`src/sci_pkg.sv`:
```
// Constants shared by the serial character interface
package sci_pkg;

    // System clock
    localparam int unsigned CLK_HZ = 50_000_000;

    // Selectable bit rates, fastest first
    localparam int unsigned BAUD_1200 = 1200;
    localparam int unsigned BAUD_600 = 600;
    localparam int unsigned BAUD_300 = 300;
    localparam int unsigned BAUD_150 = 150;
    localparam int unsigned BAUD_110 = 110;

    // Rate selector positions
    localparam logic [2:0] RATE_POS_1200 = 3'h0;
    localparam logic [2:0] RATE_POS_600 = 3'h1;
    localparam logic [2:0] RATE_POS_300 = 3'h2;
    localparam logic [2:0] RATE_POS_150 = 3'h3;

    // Output hold-off after a control character
    localparam int unsigned DELAY_MS = 200;
    localparam int unsigned DELAY_CYC = (CLK_HZ / 1000) * DELAY_MS;

    // Oscillator runs at twice the bit rate: cycles per half bit
    localparam int unsigned HALF_1200 = CLK_HZ / (2 * BAUD_1200);
    localparam int unsigned HALF_600 = CLK_HZ / (2 * BAUD_600);
    localparam int unsigned HALF_300 = CLK_HZ / (2 * BAUD_300);
    localparam int unsigned HALF_150 = CLK_HZ / (2 * BAUD_150);
    localparam int unsigned HALF_110 = CLK_HZ / (2 * BAUD_110);
    localparam int unsigned DIV_W = 24;

    // Bit counter end states and stop-bit sample position
    localparam logic [3:0] LAST_10BIT = 4'h9;
    localparam logic [3:0] LAST_11BIT = 4'ha;
    localparam logic [3:0] RX_STOP_IDX = 4'h9;

    // Select code mapping for switch position zero
    localparam logic [3:0] SEL_POS_ZERO = 4'h0;
    localparam logic [3:0] SEL_ZERO_CODE = 4'hf;

    // Control characters that start the output delay
    localparam logic [7:0] CTRL_CHAR [6] = '{8'h07, 8'h09, 8'h0a, 8'h0b, 8'h0c, 8'h0d};

    // Synchroniser layout and reset value (line idles at mark)
    localparam int unsigned SYNC_W = 12;
    localparam logic [11:0] SYNC_RST = 12'h800;

    // Receive buffer depth
    localparam logic [1:0] BUF_FULL = 2'h2;

    typedef enum logic [2:0] {SCI_IDLE, SCI_TX, SCI_RX_ARM, SCI_RX_RUN, SCI_HOLD} sci_state_t;

endpackage

```
`src/sci_top.sv`:
```
// Serial character interface: parallel port to framed serial terminal link
//
// Operation
// - Strap selects ten or eleven bit framing
// - Ten-bit framing gives one fewer clock pulse
// - Standard mode: drop send-clear at start bit
// - Alternate mode: hold send-clear until first stop
// - Respond only on matching code; zero means fifteen
// - Strap picks internal delay or external busy
// - Fastest rate setting gives 1200 Hz clock
// - Start bit enables clock for 10/11 counts
// - Counter from zero; overflow past end terminates
// - Shift stage by stage; last stage drives output
// - Control characters start 200 ms hold-off pulse
// - Second received stop bit is ignored
// - Output mode at reset and frame end
// - Oscillator at twice rate, halved by flip-flop
`timescale 1ns/100ps
module sci_top
    import sci_pkg::*;
#(
    parameter int unsigned HALF_CYC_1200 = HALF_1200,
    parameter int unsigned HALF_CYC_600 = HALF_600,
    parameter int unsigned HALF_CYC_300 = HALF_300,
    parameter int unsigned HALF_CYC_150 = HALF_150,
    parameter int unsigned HALF_CYC_110 = HALF_110,
    parameter int unsigned DELAY_CYCLES = DELAY_CYC
) (
    // Clock and reset
    input wire logic MCLK,
    input wire logic NRST,
    // Calculator request port
    input wire logic CMD_VALID,
    output logic CMD_READY,
    input wire logic [3:0] CMD_SELECT,
    input wire logic CMD_WRITE,
    input wire logic [7:0] CMD_DATA,
    output logic BUSY,
    // Received characters to the calculator
    output logic RX_VALID,
    input wire logic RX_READY,
    output logic [7:0] RX_DATA,
    // Straps and switches
    input wire logic FRAME_LENGTH_STRAP,
    input wire logic CTS_HOLDOFF_STRAP,
    input wire logic DELAY_SOURCE_STRAP,
    input wire logic [3:0] SELECT_CODE_SWITCH,
    input wire logic [2:0] RATE_SELECTOR,
    // Terminal link
    input wire logic SER_DATA_IN,
    output logic SER_DATA_OUT,
    output logic CLEAR_TO_SEND,
    input wire logic PERIPH_BUSY_IN
);

    logic [SYNC_W-1:0] sync1_q, sync2_q;
    logic s_din, s_pbusy, s_frame11, s_alt, s_ext;
    logic [3:0] s_switch;
    logic [2:0] s_rate;
    sci_state_t state_q;
    logic busy_q, tog_q, out_q, push_q, wp_q, rp_q;
    logic [DIV_W-1:0] div_q, half_m1, dly_q;
    logic [3:0] cnt_q, last;
    logic [9:0] sr_q;
    logic [1:0] buf_cnt_q;
    logic [7:0] buf_mem [2];
    logic running, tick2x, shift_edge, term, shift_en, accept, sel_match, is_ctrl, tx_phase;
    logic [3:0] eff_code;

    function automatic logic [7:0] rev8(input logic [7:0] v);
        logic [7:0] r;
        r = 8'h00;
        for (int i = 0; i < 8; i++) begin
            r[i] = v[7 - i];
        end
        return r;
    endfunction

    ////////////////////////////////////////////////////////////////////////////
    // Serial data in, peripheral busy in and every strap and switch pass two flip-flops
    always_ff @(posedge MCLK or negedge NRST) begin
        if (!NRST) begin
            sync1_q <= SYNC_RST;
            sync2_q <= SYNC_RST;
        end else begin
            sync1_q <= {SER_DATA_IN, PERIPH_BUSY_IN, FRAME_LENGTH_STRAP, CTS_HOLDOFF_STRAP,
                        DELAY_SOURCE_STRAP, SELECT_CODE_SWITCH, RATE_SELECTOR};
            sync2_q <= sync1_q;
        end
    end

    assign s_din = sync2_q[11];
    assign s_pbusy = sync2_q[10];
    assign s_frame11 = sync2_q[9];
    assign s_alt = sync2_q[8];
    assign s_ext = sync2_q[7];
    assign s_switch = sync2_q[6:3];
    assign s_rate = sync2_q[2:0];

    ////////////////////////////////////////////////////////////////////////////
    // Request decode; a read waits for room in the receive buffer
    assign eff_code = (s_switch == SEL_POS_ZERO) ? SEL_ZERO_CODE : s_switch;
    assign sel_match = (CMD_SELECT == eff_code);
    assign CMD_READY = (state_q == SCI_IDLE) && sel_match &&
                       (CMD_WRITE || (buf_cnt_q == 2'h0) || (buf_cnt_q == 2'h1 && !push_q));
    assign accept = CMD_VALID && CMD_READY;
    assign BUSY = busy_q;

    always_comb begin
        is_ctrl = 1'b0;
        for (int i = 0; i < 6; i++) begin
            if (CMD_DATA == CTRL_CHAR[i]) begin
                is_ctrl = 1'b1;
            end
        end
    end

    ////////////////////////////////////////////////////////////////////////////
    // Bit clock: divider gives twice the bit rate, toggle halves it
    always_comb begin
        case (s_rate)
            RATE_POS_1200: half_m1 = DIV_W'(HALF_CYC_1200 - 1);
            RATE_POS_600: half_m1 = DIV_W'(HALF_CYC_600 - 1);
            RATE_POS_300: half_m1 = DIV_W'(HALF_CYC_300 - 1);
            RATE_POS_150: half_m1 = DIV_W'(HALF_CYC_150 - 1);
            default: half_m1 = DIV_W'(HALF_CYC_110 - 1);
        endcase
    end

    assign running = (state_q == SCI_TX) || (state_q == SCI_RX_RUN);
    assign tick2x = running && (div_q == half_m1);
    // Transmit shifts on the second tick so the start bit is a whole bit wide;
    // receive shifts on the first so its samples land mid-bit
    assign tx_phase = (state_q == SCI_TX);
    assign shift_edge = tick2x && (tog_q == tx_phase);
    assign last = s_frame11 ? LAST_11BIT : LAST_10BIT;
    assign term = shift_edge && (cnt_q == last);
    // Receive stops shifting after the first stop bit, dropping a second one
    assign shift_en = shift_edge && ((state_q == SCI_TX) ? (cnt_q != last)
                                                          : (cnt_q <= RX_STOP_IDX));

    // Oscillator restarts at the start edge so receive samples land mid-bit
    always_ff @(posedge MCLK or negedge NRST) begin
        if (!NRST) begin
            div_q <= '0;
            tog_q <= 1'b0;
        end else if (!running) begin
            div_q <= '0;
            tog_q <= 1'b0;
        end else if (tick2x) begin
            div_q <= '0;
            tog_q <= !tog_q;
        end else begin
            div_q <= div_q + 1'b1;
        end
    end

    // Bit counter
    always_ff @(posedge MCLK or negedge NRST) begin
        if (!NRST) begin
            cnt_q <= 4'h0;
        end else if (!running || term) begin
            cnt_q <= 4'h0;
        end else if (shift_edge) begin
            cnt_q <= cnt_q + 4'h1;
        end
    end

    ////////////////////////////////////////////////////////////////////////////
    // Mode control; reset lands in output mode
    always_ff @(posedge MCLK or negedge NRST) begin
        if (!NRST) begin
            state_q <= SCI_IDLE;
            busy_q <= 1'b0;
        end else begin
            case (state_q)
                SCI_IDLE: begin
                    if (accept) begin
                        state_q <= CMD_WRITE ? SCI_TX : SCI_RX_ARM;
                        busy_q <= 1'b1;
                    end
                end
                SCI_TX: begin
                    if (term) begin
                        state_q <= SCI_HOLD;
                    end
                end
                SCI_RX_ARM: begin
                    if (!s_din) begin
                        state_q <= SCI_RX_RUN;
                    end
                end
                SCI_RX_RUN: begin
                    if (term) begin
                        state_q <= SCI_IDLE;
                        busy_q <= 1'b0;
                    end
                end
                SCI_HOLD: begin
                    if (s_ext ? !s_pbusy : (dly_q == '0)) begin
                        state_q <= SCI_IDLE;
                        busy_q <= 1'b0;
                    end
                end
                default: begin
                    state_q <= SCI_IDLE;
                    busy_q <= 1'b0;
                end
            endcase
        end
    end

    // One-shot hold-off, started with the request as the original card did
    always_ff @(posedge MCLK or negedge NRST) begin
        if (!NRST) begin
            dly_q <= '0;
        end else if (accept && CMD_WRITE && is_ctrl && !s_ext) begin
            dly_q <= DIV_W'(DELAY_CYCLES - 1);
        end else if (dly_q != '0) begin
            dly_q <= dly_q - 1'b1;
        end
    end

    // Send-clear is high while waiting and, in alternate mode, up to stop bit
    assign CLEAR_TO_SEND = (state_q == SCI_RX_ARM) ||
                           (state_q == SCI_RX_RUN && s_alt && cnt_q <= RX_STOP_IDX);

    ////////////////////////////////////////////////////////////////////////////
    // Ten-stage shift register, stage 0 toward stage 9
    always_ff @(posedge MCLK or negedge NRST) begin
        if (!NRST) begin
            sr_q <= 10'h3ff;
        end else if (accept && CMD_WRITE) begin
            sr_q <= {1'b0, rev8(CMD_DATA), 1'b1};
        end else if (shift_en) begin
            sr_q <= {sr_q[8:0], (state_q == SCI_TX) ? 1'b1 : s_din};
        end
    end

    // Line rests at mark outside a transmit frame
    always_ff @(posedge MCLK or negedge NRST) begin
        if (!NRST) begin
            out_q <= 1'b1;
        end else begin
            out_q <= (state_q == SCI_TX) ? sr_q[9] : 1'b1;
        end
    end

    assign SER_DATA_OUT = out_q;

    ////////////////////////////////////////////////////////////////////////////
    // Two-entry receive buffer; a read is only taken when a slot is free
    always_ff @(posedge MCLK or negedge NRST) begin
        if (!NRST) begin
            push_q <= 1'b0;
        end else begin
            push_q <= term && (state_q == SCI_RX_RUN);
        end
    end

    always_ff @(posedge MCLK) begin
        if (push_q) begin
            buf_mem[wp_q] <= rev8(sr_q[8:1]);
        end
    end

    always_ff @(posedge MCLK or negedge NRST) begin
        if (!NRST) begin
            wp_q <= 1'b0;
            rp_q <= 1'b0;
            buf_cnt_q <= 2'h0;
        end else begin
            if (push_q) begin
                wp_q <= !wp_q;
            end
            if (RX_VALID && RX_READY) begin
                rp_q <= !rp_q;
            end
            buf_cnt_q <= buf_cnt_q + {1'b0, push_q} - {1'b0, RX_VALID && RX_READY};
        end
    end

    assign RX_VALID = (buf_cnt_q != 2'h0);
    assign RX_DATA = RX_VALID ? buf_mem[rp_q] : 8'h00;

    ////////////////////////////////////////////////////////////////////////////
    // Checks
    property p_cts_std;
        @(posedge MCLK) disable iff (!NRST)
        (state_q == SCI_RX_ARM && !s_din && !s_alt) |=> !CLEAR_TO_SEND;
    endproperty
    a_cts_std: assert property (p_cts_std) else $error("send-clear held past start bit");

    property p_cts_alt;
        @(posedge MCLK) disable iff (!NRST)
        (state_q == SCI_RX_RUN && s_alt && cnt_q < RX_STOP_IDX) |-> CLEAR_TO_SEND;
    endproperty
    a_cts_alt: assert property (p_cts_alt) else $error("send-clear dropped early");

    property p_select;
        @(posedge MCLK) disable iff (!NRST)
        CMD_READY |-> (CMD_SELECT == ((s_switch == 4'h0) ? 4'hf : s_switch));
    endproperty
    a_select: assert property (p_select) else $error("answered foreign select code");

    property p_term_len;
        @(posedge MCLK) disable iff (!NRST)
        term |-> (cnt_q == (s_frame11 ? 4'ha : 4'h9));
    endproperty
    a_term_len: assert property (p_term_len) else $error("frame ended at wrong count");

    property p_term_clear;
        @(posedge MCLK) disable iff (!NRST)
        term |=> (cnt_q == 4'h0) && !running;
    endproperty
    a_term_clear: assert property (p_term_clear) else $error("counter not cleared");

    property p_shift;
        @(posedge MCLK) disable iff (!NRST)
        (shift_en && state_q == SCI_TX) |=> (sr_q[9] == $past(sr_q[8])) && sr_q[0];
    endproperty
    a_shift: assert property (p_shift) else $error("shift order broken");

    property p_halve;
        @(posedge MCLK) disable iff (!NRST)
        shift_edge |=> (tog_q != $past(tog_q)) ##1 !shift_edge;
    endproperty
    a_halve: assert property (p_halve) else $error("shift clock not halved");

    property p_ext_hold;
        @(posedge MCLK) disable iff (!NRST)
        (state_q == SCI_HOLD && s_ext && s_pbusy) |=> BUSY && state_q == SCI_HOLD;
    endproperty
    a_ext_hold: assert property (p_ext_hold) else $error("busy released early");

    property p_delay;
        @(posedge MCLK) disable iff (!NRST)
        (accept && CMD_WRITE && is_ctrl && !s_ext) |=> (dly_q == DIV_W'(DELAY_CYCLES - 1));
    endproperty
    a_delay: assert property (p_delay) else $error("hold-off not started");

    property p_out_mode;
        @(posedge MCLK) disable iff (!NRST)
        term |=> (state_q == SCI_IDLE || state_q == SCI_HOLD);
    endproperty
    a_out_mode: assert property (p_out_mode) else $error("not back in output mode");

endmodule

```
`config.mk`:
```
export PLATFORM = sky130hd
export DESIGN_NAME = sci_top
export DESIGN_NICKNAME = d
export VERILOG_FILES = /design/src/sci_pkg.sv /design/src/sci_top.sv
export SDC_FILE = /design/constraint.sdc
export NUM_CORES = 1
export LEC_CHECK = 0
export BUFFER_PORTS_ARGS = -buffer_cell sky130_fd_sc_hd__buf_2
export CORE_MARGIN = 10
export CORE_UTILIZATION = 50
export DETAILED_ROUTE_END_ITERATION = 8
export PLACE_DENSITY = 0.69
export REMOVE_ABC_BUFFERS = 1
export SLEW_MARGIN = 20
export SYNTH_ARGS = -nofsm -noshare
export SYNTH_HDL_FRONTEND = slang
export SYNTH_SLANG_ARGS = --single-unit
```
`constraint.sdc`:
```
create_clock -name MCLK -period 2.8 [get_ports MCLK]
set_input_delay 0.28 -clock MCLK [delete_from_list [all_inputs] [get_ports MCLK]]
set_output_delay 0.28 -clock MCLK [all_outputs]
set_load 0.05 [all_outputs]
```
# After elaboration in Yosys (flattened, before gate mapping)
# Memories as Yosys holds them, arrays and structs flattened.
# Cells that the tools add are included.
# totals
reg_bits,97
ramBits,16
inputBits,29
output_inout_bits,13
elab_cells,124
mem_count,1
# op_classes
add_sub_neg,5
n_lt_le_gt_ge,1
n_eq_ne,25
mux,37
bitwise,1
n_reduce_logical,40
# memory_table
name,words,word_bits,rd,rd_ports_with_merged_regs,write_ports,line_no,rtl
buf_mem,2,8,1,0,1,sci_top.sv:66,logic [7:0] buf_mem [2];
# ops
operator,count
2-to-1 mux 24 bit,4
one-hot mux 18 bit (4 select lines),1
"equality test 8 x 4 -> 1 bit, second input constant",5
"adder 24 x 1 -> 24 bit, second input constant",1
equality test 24 bit,1
zero test 24 bit,1
nonzero test 24 bit,1
"subtractor 24 x 1 -> 24 bit, second input constant",1
2-to-1 mux 10 bit,2
2-to-1 mux 1 bit,17
logical AND 1 bit,15
2-to-1 mux 3 bit,5
one-hot mux 3 bit (5 select lines),1
"equality test 3 x 2 -> 1 bit, second input constant",4
2-to-1 mux 4 bit,3
"!= test 2 bit, second input constant",5
equality test 4 bit,2
"equality test 8 x 3 -> 1 bit, second input constant",1
2-to-1 mux 8 bit,1
nonzero test 2 bit,4
zero test 1 bit,7
"equality test 3 x 1 -> 1 bit, second input constant",2
zero test 3 bit,2
logical OR 1 bit,5
other kinds (17),18

# Longest topological paths before layout
# depth
word_depth,10
depth_mapped,10
ltp_nobuf,8

# Worst setup path after synthesis
# Ideal clock, no wire load.
# synth_timing
path_type,register -> register
startpoint,reg dly_q[9]
endpoint,reg dly_q[17]
setup_time_ns,0.120
arrival_ns,2.015
required_time_ns,2.680
slack_ns,0.665
stages_incl_launch_ff,7
path_buffers,0
period_less_slack_ns,2.135
cell_sequence,dfrtp_1 -> or4_4 -> or4b_4 -> a211oi_4 -> and2b_1 -> xnor2_1 -> nor2_2
# synth_via
elab_chain_len,3
elab_cells_between_ends,5
cone_classes,add/sub: 1; mux: 2; reduce/logical: 2
# synth_rtl
item,line_no,rtl
start: declaration,sci_top.sv:62,"logic [DIV_W-1:0] div_q, half_m1, dly_q;"
start signal: assignment,sci_top.sv:218,dly_q <= DIV_W'(DELAY_CYCLES - 1);
start signal: assignment,sci_top.sv:220,dly_q <= dly_q - 1'b1;
subtractor 24 x 1 -> 24 bit,sci_top.sv:220,
2-to-1 mux 24 bit,sci_top.sv:219,end else if (dly_q != '0) begin
2-to-1 mux 24 bit,sci_top.sv:217,end else if (accept && CMD_WRITE && is_ctrl && !s_ext) begin
# Parallel ways exist; a longest one is shown, timed or not. The select of a mux whose other input is x is not followed.
# A chain may end at the register's enable or synchronous reset.

# Final worst setup path
# layout_timing
startpoint,reg sync2_q[1]
endpoint,reg sr_q[8]
# layout_via
elab_chain_len,7
elab_cells_between_ends,10
cone_classes,eq/ne: 4; mux: 1; reduce/logical: 5
# layout_rtl
item,line_no,rtl
start: declaration,sci_top.sv:56,"logic [SYNC_W-1:0] sync1_q, sync2_q;"
start signal: assignment,sci_top.sv:88,sync2_q <= sync1_q;
equality test 3 x 2 -> 1 bit (tied with other cells),sci_top.sv:121,case (s_rate)
one-hot mux 18 bit (4 select lines) *,sci_top.sv:121,
equality test 24 bit *,sci_top.sv:131,assign tick2x = running && (div_q == half_m1);
logical AND 1 bit *,sci_top.sv:131,
logical AND 1 bit *,sci_top.sv:135,assign shift_edge = tick2x && (tog_q == tx_phase);
logical AND 1 bit *,sci_top.sv:139,assign shift_en = shift_edge && ((state_q == SCI_TX) ? (cnt_q != last)
nonzero test 2 bit (no line) *,-,
end signal: assignment,sci_top.sv:234,"sr_q <= {1'b0, rev8(CMD_DATA), 1'b1};"
end signal: assignment,sci_top.sv:236,"sr_q <= {sr_q[8:0], (state_q == SCI_TX) ? 1'b1 : s_din};"
end: declaration,sci_top.sv:64,logic [9:0] sr_q;
# Mark *: on every way between the ends. The rest lies on a longest branch, timed or not.

==> parameters.txt <==
Parameter                              Value

Layout
  Ant diodes ... 0
  Area Growth Syn to Fin ... 20.0%
  Total Nets Final ... 666
  Highest-count cells in the layout ignoring fill and taps ... dfrtp_1 (84), nor2_1 (76), nand2_1 (56)
  Proportion of layout cells with a drive suffix above 1 ... 0.176
  Layout Cells excl Fill ... 783
  Most common library cell in the layout ignoring fill and taps ... dfrtp_1

Clocking
  CTS buffer count ... 17
  CTS max path bufs ... 2
  Number of sinks driven by the clock tree ... 113
  Clock Latency Late Sink ... 0.42 ns
  TritonCTS clock tree ... built
  Clock slew at reported path FFs ... 0.05 ns
  H-Tree Depth ... 4
  Setup bufs post-CTS ... 0
  Buffer type at the clock tree root ... clkbuf_16

Floorplanning
  Initial cell density of the core ... 0.517
  Count of boundary I/O pins ... 42
  Area of the die ... 16000 um^2
  Core area ... 11000 um^2
  Site Rows ... 38
  Die outline height ... 127 um
  X dimension of the die ... 127 um

Setup path
  Reg2reg start ... sync2_q[1]
  Internal reg-to-reg setup slack ... 0.30 ns
  Worst setup path startpoint ... sync2_q[1]
  Start-to-end type of the worst setup path ... flip-flop to flip-flop
  Worst-path fanout max ... 22
  Critical Path Source Type ... flip-flop
  Arrival time at the worst endpoint ... 2.81 ns
  Critical path required time ... 3.11 ns
  Critical Path End Type ... flip-flop

Yosys
  Top cell type's share of synthesized area ... 0.370
  Flip-flop and latch count after synthesis ... 113
  Mapped Cells ... 572
  Cell type with the largest total area after synthesis ... dfrtp_1
  Most used flip-flop cell after synthesis ... dfrtp_1
  Number of enable-type register cells in the synthesized netlist ... 16
  Most area-consuming cells after synthesis ... dfrtp_1 (37%), edfxtp_1 (8.5%), dfstp_2 (6.0%)
  Synthesized cell area ... 5680 um^2
  Count of cell types in the netlist ... 69
  Synthesis Warnings ... 0
  Average size of a mapped cell ... 9.93 um^2
  Ys async rst share ... 0.858
  Sequential share of the synthesized area ... 0.515

Route
  Number of DRC markers in iteration 0 ... 298
  Number of vias per cell ... 5.63
  DR DRC count ... 0
  Vias after detailed routing ... 4412
  Number of nets with antenna violations after detailed routing ... 0
  Total iterations of the first detailed-routing run ... 5
  Average wire length per cell after detail routing ... 15.5 um
  Total detailed-routing wirelength ... 12200 um

Placement
  Weighted congestion at the end of routability-driven global placement ... 0.816
  Detailed-placement wirelength estimate ... 8570 um
  Placement-stage worst setup slack ... 0.331 ns
  Placed Cells ... 738
  Number of input and output port buffers inserted ... 41

Outcome
  Run status ... finished clean

Min path
  Worst min path class ... input pin to flip-flop
  Startpoint of the worst hold path ... CMD_DATA[4]

Pwr
  Fraction of power consumed by sequential logic ... 0.408
  Sw Pwr ... 0.000940 W
  Share of total power in the clock network ... 0.529
  Leakage power figure ... 2.87 nW
  Switching portion of total power ... 0.216
  Maximum vdd ir drop ... 0.000687 V
  Combinational share of power ... 0.063
  Internal power component ... 0.00340 W
  PwrDens ... 637 nW/um^2

Global routing
  Met1 Use GR ... 0.206
  Met3 usage in global routing ... 0.0558
  Number of global-route vias before repair ... 4315
  Wire length of the first global-routing pass ... 20800 um
  Maximum number of pins on one net before global-route repair ... 60
  GRT Total Usage ... 0.157
  Global Route met2 Usage ... 0.234
  Antenna violations before repair ... 0
  Most Crowded Layer GR ... met2
  Total congestion overflow after global routing ... 0

Timing
  Crit path time final ... 2.50 ns
  Hold Worst Slack ... 0.169 ns
  Final worst slack ... 0.304 ns
  Total negative slack for setup checks ... 0 ns
  Headroom to the max-slew limit ... 0.561
  Crit share post-route ... 0.891
  Number of failing hold endpoints at the final stage ... 0
  Clk_skew ... 0.0107 ns
  Worst Tran Pin Value ... 0.658 ns
  # setup viols final ... 0
  Setup repair after global routing missed its margin ... no
  Highest achievable clock rate ... 0.401 GHz
  Final-report max-slew violation count ... 0

Flow run
  Maximum Capacitance Violations ... 0
-- per-stage QoR --
step	area, um^2	power (W)	util
2_1_floorplan	5570	0.00194	-
3_3_place_gp	6040	0.00205	0.550
3_5_place_dp	6040	0.00206	0.550
4_1_cts	6810	0.00439	0.620
5_1_grt	6810	0.00451	0.620
6_report	6810	0.00434	0.620
-- cell usage after synthesis (8+ instances only) --
cell and number:
inv_1 24, a21oi_1 12, clkbuf_1 13, nor3_1 16
nor2b_1 12, dfrtp_1 84, nand3_1 24, nand2b_1 9
nand4_1 14, mux2i_1 9, nand2_1 56, edfxtp_1 16
o221ai_1 9, dfstp_2 13, o21ai_0 12, xnor2_1 22
nor2_1 76, buf_2 13, or3_1 11, and3_1 8
xor2_1 26
-- area by class of cell --
type                            instances  area (um^2)
Timing Repair Buffer                   65          433
Clock inverter                         10          155
Clock buffer                           22          484
Sequential cell                       113         2920
Tap cell                              140          175
Fill cell                             898         4170
Multi-Input combinational cell        409         2550
Inverter                               24         90.1
-- power groups by stage --
| stage | combinational [W] | sequential (W) | clock [W] |
|---|---|---|---|
| 6_report | 0.000273 | 0.00177 | 0.00230 |
| 2_1_floorplan | 0.000157 | 0.00178 | 0 |
| 4_1_cts | 0.000279 | 0.00177 | 0.00234 |
| 3_5_place_dp | 0.000263 | 0.00180 | 0 |
| 5_1_grt | 0.000314 | 0.00178 | 0.00242 |
| 3_3_place_gp | 0.000253 | 0.00180 | 0 |
-- path summary, 6_finish.rpt --
kind / endpoint / cells after the start
max reg2reg: sr_q[8] / 6
min in group asynchronous: sync1_q[9] / 2
min reg2reg: sync2_q[3] / 0
max in group asynchronous: sr_q[0] / 3
max: sr_q[8] / 6
min: sr_q[4] / 3
-- critical path: stages, from the launching register on --
cell and delay (ns):
dfrtp_1 0.76, nor3b_1 0.28, a22oi_1 0.12, a221oi_1 0.33, and2_1 0.33, and3_1 0.39, o221ai_1 0.19
-- flip-flops by register name (all words and copies together), names as in the netlist, 2 cells and up --
name       cells
buf_cnt_q      2
buf_mem       16
cnt_q          4
div_q         24
dly_q         24
sr_q          10
state_q        3
sync1_q       12
sync2_q       12
-- layer usage --
metal / vias to the layer above / wire [um] / share of wire
met3: 21 / 848 / 0.070
met1: 2126 / 5540 / 0.46
li1: 2130 / - / -
met2: 135 / 5570 / 0.46
met4: 0 / 194 / 0.016
met5: - / 0 / 0
-- timing repair --
| item | in CTS | in global routing |
|---|---|---|
| resized for setup | 0 | 0 |
| hold buffers | 13 | 0 |
| hold endpoints to repair | 50 | 0 |
-- logic make-up after synthesis --
group	count (synthesis)	synth area share
xor gates and xnor gates	48	0.0740
DFF	113	0.515
buffers and inverters	50	0.0359
AOI/OAI and AO/OA	76	0.0978
and+or+nand+nor	268	0.244
adders and majority gates	7	0.0154
muxes	10	0.0178
No activity file was read; power rests on OpenSTA's default activity.
